File: src/rbfpc_params.svh
// Constants for the receive-buffer-full pin control block
`ifndef RBFPC_PARAMS_SVH
`define RBFPC_PARAMS_SVH

// ----------------------------------------
// Register offsets (8-bit address)
// ----------------------------------------
`define RBFPC_ADDR_PIN_CTRL 8'h0C
`define RBFPC_ADDR_IRQ_STAT 8'h2C
`define RBFPC_ADDR_IRQ_MASK 8'h2B

// ----------------------------------------
// Field positions of the pin control register
// ----------------------------------------
`define RBFPC_BIT_MODE0  0
`define RBFPC_BIT_MODE1  1
`define RBFPC_BIT_EN0    2
`define RBFPC_BIT_EN1    3
`define RBFPC_BIT_LVL0   4
`define RBFPC_BIT_LVL1   5
`define RBFPC_CTRL_WMASK 8'h3F

// ----------------------------------------
// Reset values
// ----------------------------------------
`define RBFPC_CTRL_RST 8'h00
`define RBFPC_STAT_RST 2'h0
`define RBFPC_MASK_RST 2'h0
`define RBFPC_RDATA_RST 8'h00
// Pin comes out of reset floating, idle level high
`define RBFPC_PIN_IDLE 1'b1
`define RBFPC_PIN_OFF  1'b0

`endif

File: src/rbfpc_pkg.sv
// Types shared by the receive-buffer-full pin control block
package rbfpc_pkg;

  // ----------------------------------------
  // Register bus request
  // ----------------------------------------
  typedef struct packed {
    logic [7:0] addr;
    logic [7:0] wdata;
    logic       wr;
    logic       rd;
  } rbfpc_bus_t;

  // ----------------------------------------
  // Per-pin configuration
  // ----------------------------------------
  typedef struct packed {
    logic en;
    logic irq_mode;
    logic level;
  } rbfpc_pin_cfg_t;

  // Pin function as decoded from its configuration
  typedef enum logic [1:0] {
    RBFPC_FN_HIZ,
    RBFPC_FN_IRQ,
    RBFPC_FN_GPO
  } rbfpc_fn_t;

endpackage

File: src/rbfpc_pin.sv
// One buffer-full pin driver: tri-state, interrupt or digital output
`timescale 1ns/100ps
`include "rbfpc_params.svh"

module rbfpc_pin (
  // Clock and reset
  input  wire logic                     clk,
  input  wire logic                     nrst,
  // Configuration and state
  input  wire rbfpc_pkg::rbfpc_pin_cfg_t cfg,
  input  wire logic                     rx_flag,
  // Pin
  output logic                          pin_o,
  output logic                          pin_oe
);

  rbfpc_pkg::rbfpc_fn_t fn;
  logic                 next_pin_o;
  logic                 next_pin_oe;

  // Function decode and next pin drive
  always_comb begin
    if (!cfg.en) begin
      fn = rbfpc_pkg::RBFPC_FN_HIZ;
    end else if (cfg.irq_mode) begin
      fn = rbfpc_pkg::RBFPC_FN_IRQ;
    end else begin
      fn = rbfpc_pkg::RBFPC_FN_GPO;
    end
    next_pin_o  = 1'b1;
    next_pin_oe = 1'b0;
    case (fn)
      // Active low while the receive flag stands
      rbfpc_pkg::RBFPC_FN_IRQ: begin
        next_pin_o  = ~rx_flag;
        next_pin_oe = 1'b1;
      end
      rbfpc_pkg::RBFPC_FN_GPO: begin
        next_pin_o  = cfg.level;
        next_pin_oe = 1'b1;
      end
      rbfpc_pkg::RBFPC_FN_HIZ: begin
        next_pin_o  = 1'b1;
        next_pin_oe = 1'b0;
      end
      default: begin
        next_pin_o  = 1'b1;
        next_pin_oe = 1'b0;
      end
    endcase
  end

  // Registered pin drive, floating out of reset
  always_ff @(posedge clk or negedge nrst) begin
    if (!nrst) begin
      pin_o  <= `RBFPC_PIN_IDLE;
      pin_oe <= `RBFPC_PIN_OFF;
    end else begin
      pin_o  <= next_pin_o;
      pin_oe <= next_pin_oe;
    end
  end

endmodule

File: src/rbfpc_top.sv
// Receive-buffer-full pin control: register, interrupt status and two pin drivers
`timescale 1ns/100ps
`include "rbfpc_params.svh"

module rbfpc_top (
  // Clock and reset
  input  wire logic                 clk,
  input  wire logic                 nrst,
  // Register bus
  input  wire logic [7:0]           addr,
  input  wire logic [7:0]           wdata,
  input  wire logic                 wr,
  input  wire logic                 rd,
  output logic      [7:0]           rdata,
  // Receive events from the buffer logic
  input  wire logic                 rx0_loaded,
  input  wire logic                 rx1_loaded,
  // Buffer-full pins
  output logic                      rx_full_pin_zero_o,
  output logic                      rx_full_pin_zero_oe,
  output logic                      rx_full_pin_one_o,
  output logic                      rx_full_pin_one_oe,
  // Interrupt
  output logic                      irq
);

  // ----------------------------------------
  // Register state
  // ----------------------------------------
  rbfpc_pkg::rbfpc_bus_t     bus;
  rbfpc_pkg::rbfpc_pin_cfg_t cfg0;
  rbfpc_pkg::rbfpc_pin_cfg_t cfg1;
  logic [7:0]                buffer_full_pin_control;
  logic [7:0]                next_buffer_full_pin_control;
  logic [1:0]                rx_status;
  logic [1:0]                next_rx_status;
  logic [1:0]                rx_mask;
  logic [1:0]                next_rx_mask;
  logic [7:0]                next_rdata;

  // Bus fields gathered in one carrier
  assign bus = '{addr: addr, wdata: wdata, wr: wr, rd: rd};

  // Address match helper, used by write and read decode
  function automatic logic hit(input logic [7:0] a, input logic [7:0] r);
    hit = (a == r);
  endfunction

  // State bit as read back: zero in interrupt mode
  function automatic logic lvl_rd(input logic lvl, input logic mode);
    lvl_rd = lvl & ~mode;
  endfunction

  // Next register values
  always_comb begin
    next_buffer_full_pin_control = buffer_full_pin_control;
    next_rx_mask                 = rx_mask;
    next_rx_status               = rx_status;
    if (bus.wr && hit(bus.addr, `RBFPC_ADDR_PIN_CTRL)) begin
      next_buffer_full_pin_control = bus.wdata & `RBFPC_CTRL_WMASK;
    end
    if (bus.wr && hit(bus.addr, `RBFPC_ADDR_IRQ_MASK)) begin
      next_rx_mask = bus.wdata[1:0];
    end
    // Write one clears; a new event in the same cycle wins
    if (bus.wr && hit(bus.addr, `RBFPC_ADDR_IRQ_STAT)) begin
      next_rx_status = next_rx_status & ~bus.wdata[1:0];
    end
    next_rx_status = next_rx_status | {rx1_loaded, rx0_loaded};
  end

  always_ff @(posedge clk or negedge nrst) begin
    if (!nrst) begin
      buffer_full_pin_control <= `RBFPC_CTRL_RST;
      rx_status               <= `RBFPC_STAT_RST;
      rx_mask                 <= `RBFPC_MASK_RST;
    end else begin
      buffer_full_pin_control <= next_buffer_full_pin_control;
      rx_status               <= next_rx_status;
      rx_mask                 <= next_rx_mask;
    end
  end

  // ----------------------------------------
  // Pin configuration decode
  // ----------------------------------------
  // pin zero fields
  assign cfg0 = '{en:       buffer_full_pin_control[`RBFPC_BIT_EN0],
                  irq_mode: buffer_full_pin_control[`RBFPC_BIT_MODE0],
                  level:    buffer_full_pin_control[`RBFPC_BIT_LVL0]};
  assign cfg1 = '{en:       buffer_full_pin_control[`RBFPC_BIT_EN1],
                  irq_mode: buffer_full_pin_control[`RBFPC_BIT_MODE1],
                  level:    buffer_full_pin_control[`RBFPC_BIT_LVL1]};

  // ----------------------------------------
  // Read path, data one cycle after the strobe
  // ----------------------------------------
  always_comb begin
    next_rdata = 8'h00;
    if (bus.rd) begin
      if (hit(bus.addr, `RBFPC_ADDR_PIN_CTRL)) begin
        next_rdata = buffer_full_pin_control;
        next_rdata[`RBFPC_BIT_LVL0] = lvl_rd(cfg0.level, cfg0.irq_mode);
        next_rdata[`RBFPC_BIT_LVL1] = lvl_rd(cfg1.level, cfg1.irq_mode);
      end else if (hit(bus.addr, `RBFPC_ADDR_IRQ_STAT)) begin
        next_rdata = {6'h00, rx_status};
      end else if (hit(bus.addr, `RBFPC_ADDR_IRQ_MASK)) begin
        next_rdata = {6'h00, rx_mask};
      end
    end
  end

  // Read data stands one cycle only, zero otherwise
  always_ff @(posedge clk or negedge nrst) begin
    if (!nrst) begin
      rdata <= `RBFPC_RDATA_RST;
    end else begin
      rdata <= next_rdata;
    end
  end

  // Level interrupt from unmasked sticky bits
  assign irq = |(rx_status & rx_mask);

  // ----------------------------------------
  // Pin drivers
  // ----------------------------------------
  // zero pin function
  rbfpc_pin u_pin0 (
    .clk     (clk),
    .nrst    (nrst),
    .cfg     (cfg0),
    .rx_flag (rx_status[0]),
    .pin_o   (rx_full_pin_zero_o),
    .pin_oe  (rx_full_pin_zero_oe)
  );

  rbfpc_pin u_pin1 (
    .clk     (clk),
    .nrst    (nrst),
    .cfg     (cfg1),
    .rx_flag (rx_status[1]),
    .pin_o   (rx_full_pin_one_o),
    .pin_oe  (rx_full_pin_one_oe)
  );

endmodule

File: config.mk
export PLATFORM = sky130hd
export DESIGN_NAME = rbfpc_top
export DESIGN_NICKNAME = d
export VERILOG_FILES = /design/src/rbfpc_pkg.sv /design/src/rbfpc_pin.sv /design/src/rbfpc_top.sv
export VERILOG_INCLUDE_DIRS = /design/src
export SDC_FILE = /design/constraint.sdc
export NUM_CORES = 1
export LEC_CHECK = 0
export BUFFER_PORTS_ARGS = -buffer_cell sky130_fd_sc_hd__buf_2
export CAP_MARGIN = 25
export CORE_MARGIN = 2
export CORE_UTILIZATION = 41
export DETAILED_ROUTE_END_ITERATION = 16
export GPL_ROUTABILITY_DRIVEN = 0
export GPL_TIMING_DRIVEN = 0
export PLACE_DENSITY = 0.73
export SYNTH_ARGS = -nofsm -noshare
export SYNTH_HDL_FRONTEND = slang
export SYNTH_SLANG_ARGS = --single-unit
File: constraint.sdc
create_clock -name clk -period 0.92 [get_ports clk]
set_input_delay 0.184 -clock clk [delete_from_list [all_inputs] [get_ports clk]]
set_output_delay 0.184 -clock clk [all_outputs]
set_load 0.03 [all_outputs]
# Yosys cells after proc, flatten, opt, wreduce, memory -nomap -nowiden
# Cells that the tools add are included.
# Widths: inputs -> output; s select.
# word_totals
ff_bits,22
out_inout_bits,13
wordCells,44
# op_classes
n_eq_ne,7
mux,13
n_bitwise,10
n_reduce_logical,6
# op_table
operator,n
$eq 8x6->1 const B,2
$mux 2,7
$mux 6,2
$eq 8x4->1 const B,1
$reduce_or 2->1,3
$and 2x2->2,2
$eq 2x1->1 const B,2
$eq 2x2->1 const B,2
$not 1->1,4
$pmux 1 s2,2
$logic_and 1x1->1,3
$and 1x1->1,2
$mux 1,2
$not 2->2,1
$or 2x2->2,1

# Longest topological paths before layout
# depth
depth_word,5
ltp_mapped,3
ltp_nobuf,3

# Modules after synthesis
# A second synthesis with hierarchy kept.
# hier_totals
cells_unflattened,69
area_unflattened_um2,872.1
# modules_own_cells
mod,n_inst,cells_each,area_each_um2,seq_area_each_um2
rbfpc_top,1,57,719.4,400.4
rbfpc_pin,2,6,76.3,51.3

# Worst setup path before layout
# Ideal clock, no wire load.
# synth_timing
path_kind,input to register
startpoint,in addr[4]
endpoint,reg buffer_full_pin_control[1]
t_arrival_ps,1063
required_ps,792
slack_ps,-270
cell_stages,3
n_path_buf,0
cell_sequence,nor4b_4 > nand3_4 > mux2_1
# synth_via
elab_chain_len,2
# synth_lines
element,line_no,source
"start, declared",rbfpc_top.sv:10,"input wire logic [7:0] addr,"
$eq 8x4->1,rbfpc_top.sv:46,hit = (a == r);
$logic_and 1x1->1,rbfpc_top.sv:59,"if (bus.wr && hit(bus.addr, `RBFPC_ADDR_PIN_CTRL)) begin"
"end signal, assigned",rbfpc_top.sv:74,buffer_full_pin_control <= `RBFPC_CTRL_RST;
"end signal, assigned",rbfpc_top.sv:78,buffer_full_pin_control <= next_buffer_full_pin_control;
"end, declared",rbfpc_top.sv:33,logic [7:0] buffer_full_pin_control;
# Every way passes these cells.
# A chain may end at the register's enable or synchronous reset.

# Worst setup path in the final report
# layout_timing
startpoint,reg rx_mask[1]
endpoint,out irq
# layout_via
elab_chain_len,2
# layout_lines
element,line_no,source
"start, declared",rbfpc_top.sv:37,logic [1:0] rx_mask;
"start signal, assigned",rbfpc_top.sv:76,rx_mask <= `RBFPC_MASK_RST;
"start signal, assigned",rbfpc_top.sv:80,rx_mask <= next_rx_mask;
$and 2x2->2,rbfpc_top.sv:123,assign irq = |(rx_status & rx_mask);
$reduce_or 2->1,rbfpc_top.sv:123,
"end, declared",rbfpc_top.sv:24,output logic irq
# Every way passes these cells.

==> impl_metrics.py <==
metrics = {
    "outcome": {
        "status": "finished, violations left",
        "violations": "setup timing",
    },
    "routing": {
        "wl_met3_um": 102,
        "first_pass_iters": 4,
        "wl_per_cell_um": 14.1,
        "num_vias": 679,
        "wl_met1_um": 758,
        "routed.top_layer": "met4",
        "vias_per_cell": 5.11,
        "dr_wl_met2_um": 984,
        "antenna_left": 0,
        "initialDrtViolationCount": 17,
        "drc_errors": 0,
        "wirelength_mm": 1.88,
    },
    "timing": {
        "finalHoldViolations": 0,
        "slew_headroom_pct": 65.9,
        "fmax_mhz": 792,
        "slew_violations": 0,
        "worst_pin_slew_ps": 511,
        "skew_ps": 4.16,
        "setup-tns-final_ps": -2050,
        "finalWorstSetupSlack_ps": -342,
        "rsz0062_at_grt": "yes",
        "setup_viol": 19,
        "finalCriticalPeriod_ps": 1260,
        "timing.final.crit_share_pct": 137,
    },
    "grt": {
        "grt_max_degree": 21,
        "grt.total_usage_pct": 16.4,
        "grt_antenna_before_repair": 0,
        "grt_pass1_vias": 671,
        "grt_pass1_wl_mm": 3.03,
        "overflow": 0,
    },
    "synth": {
        "synth_top_family_by_area": "simple AND/OR/NAND/NOR gates",
        "synth.distinct_cells": 22,
        "avgSynthCellArea_sq_um": 13.1,
        "synth-seq-cells": 20,
        "synth_compound_area_share_pct": 5.72,
        "synth_simple_gate_area_share_pct": 18.2,
        "synth_mux_area_share_pct": 13.2,
        "synth_fa_ha_area_share_pct": 0,
        "ys_seq_area_share_pct": 58.9,
        "synth_cells": 65,
        "synth_xor_area_share_pct": 0,
        "syn_area_sq_um": 853,
        "synth-warning-count": 0,
    },
    "critical_path": {
        "r2r_cells": 4,
        "crit_buf_inv": 1,
        "worstPathArrival_ps": 1080,
        "crit_family": "flip-flops",
        "crit_chain": "a22o_1 > buf_6",
        "slowest_stage": "dfrtp_1",
        "critPathRequiredTime_ps": 740,
        "critical_path_class": "reg2out",
        "critPathMaxFanout": 2,
        "cp.depth": 2,
        "cpPeakStageDelay_ps": 400,
        "worstSetupEndpointType": "primary output",
        "start_kind": "register",
    },
    "power": {
        "p_leak_nw": 0.612,
        "vdd_drop_max_v": 0.00124,
        "p_per_area_nw_per_um2": 1450,
        "power_mw": 1.88,
    },
    "final_layout": {
        "fin_nets": 129,
        "area_delta_synth_final_pct": 52.2,
        "final_util_pct": 66.2,
        "drive_gt1_share_pct": 57.5,
        "diodes": 0,
        "n_fill_cell": 149,
        "instances_no_fill": 133,
    },
    "clock_tree": {
        "cts.reportedPaths.clkPinSlew_ps": 110,
        "cts-htree-levels": 1,
        "cts.sinks": 20,
        "clk-insertion-delay-late_ps": 290,
        "cts_tree": "yes",
        "clk_path_buf_depth": 2,
        "cts_made_buffers": 3,
        "clock-root-buffer": "clkbuf_4",
    },
    "placed_design": {
        "hpwl_mm": 1.20,
        "portBuffers": 30,
        "dp_cells": 123,
    },
    "die": {
        "die_y_um": 49.6,
        "fp-row-count": 16,
        "io_pins": 35,
        "die_w_um": 49.6,
        "start_util_pct": 43.5,
        "die_area_sq_um": 2460,
        "coreArea_sq_um": 1960,
    },
    "worst_hold_path": {
        "holdPathStages": 2,
        "hp-class": "in2reg",
    },
    "run": {
        "drv_cap": 0,
    },
}
## stage by stage
step | hold slack, ps | worst slack (ps) | cell area, sq um
floorplan | -112 | -267 | 857
global route | 42.4 | -402 | 1300
global placement | 138 | -479 | 1040
detailed placement | 149 | -505 | 1040
finish | 59.2 | -342 | 1300
CTS | 54.2 | -355 | 1270
## power by group
part	internal [mW]	switching, mW	leakage [nW]
Combinational	0.127	0.123	0.323
Sequential	0.907	0.0199	0.260
Clock	0.440	0.260	0.0279
Total	1.47	0.403	0.612
## repair_timing
action | CTS | global route
hold endpoints to repair | 18 | 0
gates resized for setup | 35 | 7
endpoints found under the setup margin | 24 | 22
hold buffers | 1 | 0
setup buffers | 5 | 1
pin swaps | 3 | 1
## cell families (layout without fill, tap and decap cells)
| family | after synthesis | count (layout) |
|---|---|---|
| and+or+nand+nor | 21 | 21 |
| muxes | 10 | 10 |
| DFF | 20 | 20 |
| buffers and inverters | 6 | 46 |
| other | 1 | 2 |
| AOI/OAI and AO/OA | 7 | 7 |
## registers in the layout, summed over array words and instances, names as in the netlist
name,count
rx_status,2
u_pin1.pin_oe,1
buffer_full_pin_control,6
u_pin0.pin_o,1
rx_mask,2
rdata,6
u_pin0.pin_oe,1
u_pin1.pin_o,1
## cell type report
class	count	area, sq um	share of cell area [%]
clock buffers	3	22.5	1.73
inverters	2	7.51	0.578
flip-flops and latches	20	503	38.7
multi-input cells	40	384	29.6
repair buffers	36	295	22.7
plain buffers	4	22.5	1.73
clock inverters	1	30.0	2.31
well taps	27	33.8	2.60
## synthesized netlist by cell type
master / n / area share, %
nand2_1: 5 / 2.2
mux2_1: 3 / 4.0
and4b_1: 1 / 1.2
buf_4: 2 / 1.8
clkbuf_1: 2 / 0.88
o21ai_0: 2 / 1.2
inv_1: 2 / 0.88
a22oi_1: 2 / 1.8
nor4bb_1: 1 / 1.2
nand3_1: 2 / 1.2
nor4b_4: 1 / 2.8
a22o_1: 1 / 1.0
dfstp_2: 2 / 6.2
mux2_2: 7 / 9.2
a21o_1: 2 / 1.8
dfrtp_1: 18 / 53
nor2_1: 4 / 1.8
nand3_4: 1 / 2.1
conb_1: 1 / 0.44
nor4b_2: 1 / 1.8
nand4_1: 2 / 1.5
nor3b_1: 3 / 2.6
## worst paths after layout
path	slack, ps	end	start
worst min register to register	450	u_pin1.pin_o	buffer_full_pin_control[3]
min in group asynchronous	350	buffer_full_pin_control[3]	nrst
worst max-delay path	-340	irq	rx_mask[1]
max in group asynchronous	240	u_pin0.pin_o	nrst
worst max register to register	-210	rdata[1]	rx_status[1]
worst min-delay path	60	rx_status[0]	rx0_loaded
## layer usage
layer / GRT usage (%) / up-vias
li1: - / 309
met1: 21.6 / 336
met2: 26.4 / 30
met3: 3.94 / 4
met4: 5.56 / 0
met5: 0 / -
## cells in the final DEF (no fill, tap or decap), types with 2 or more instances in the layout
| cell | synthesis | routed |
|---|---|---|
| nand2_1 | 5 | 5 |
| inv_1 | 2 | 2 |
| mux2_4 | 0 | 6 |
| nor2_1 | 4 | 4 |
| nor4b_4 | 1 | 2 |
| buf_2 | 0 | 15 |
| conb_1 | 1 | 2 |
| mux2_2 | 7 | 4 |
| dfrtp_1 | 18 | 18 |
| a22oi_2 | 0 | 2 |
| dfstp_2 | 2 | 2 |
| buf_6 | 0 | 16 |
| buf_4 | 2 | 6 |
| nand4_1 | 2 | 2 |
| nor3b_1 | 3 | 2 |
| o21ai_0 | 2 | 2 |
| nand3_4 | 1 | 2 |
| a21o_1 | 2 | 2 |
| clkbuf_1 | 2 | 2 |
| clkbuf_4 | 0 | 3 |
Power figures use the tool's default switching activity.
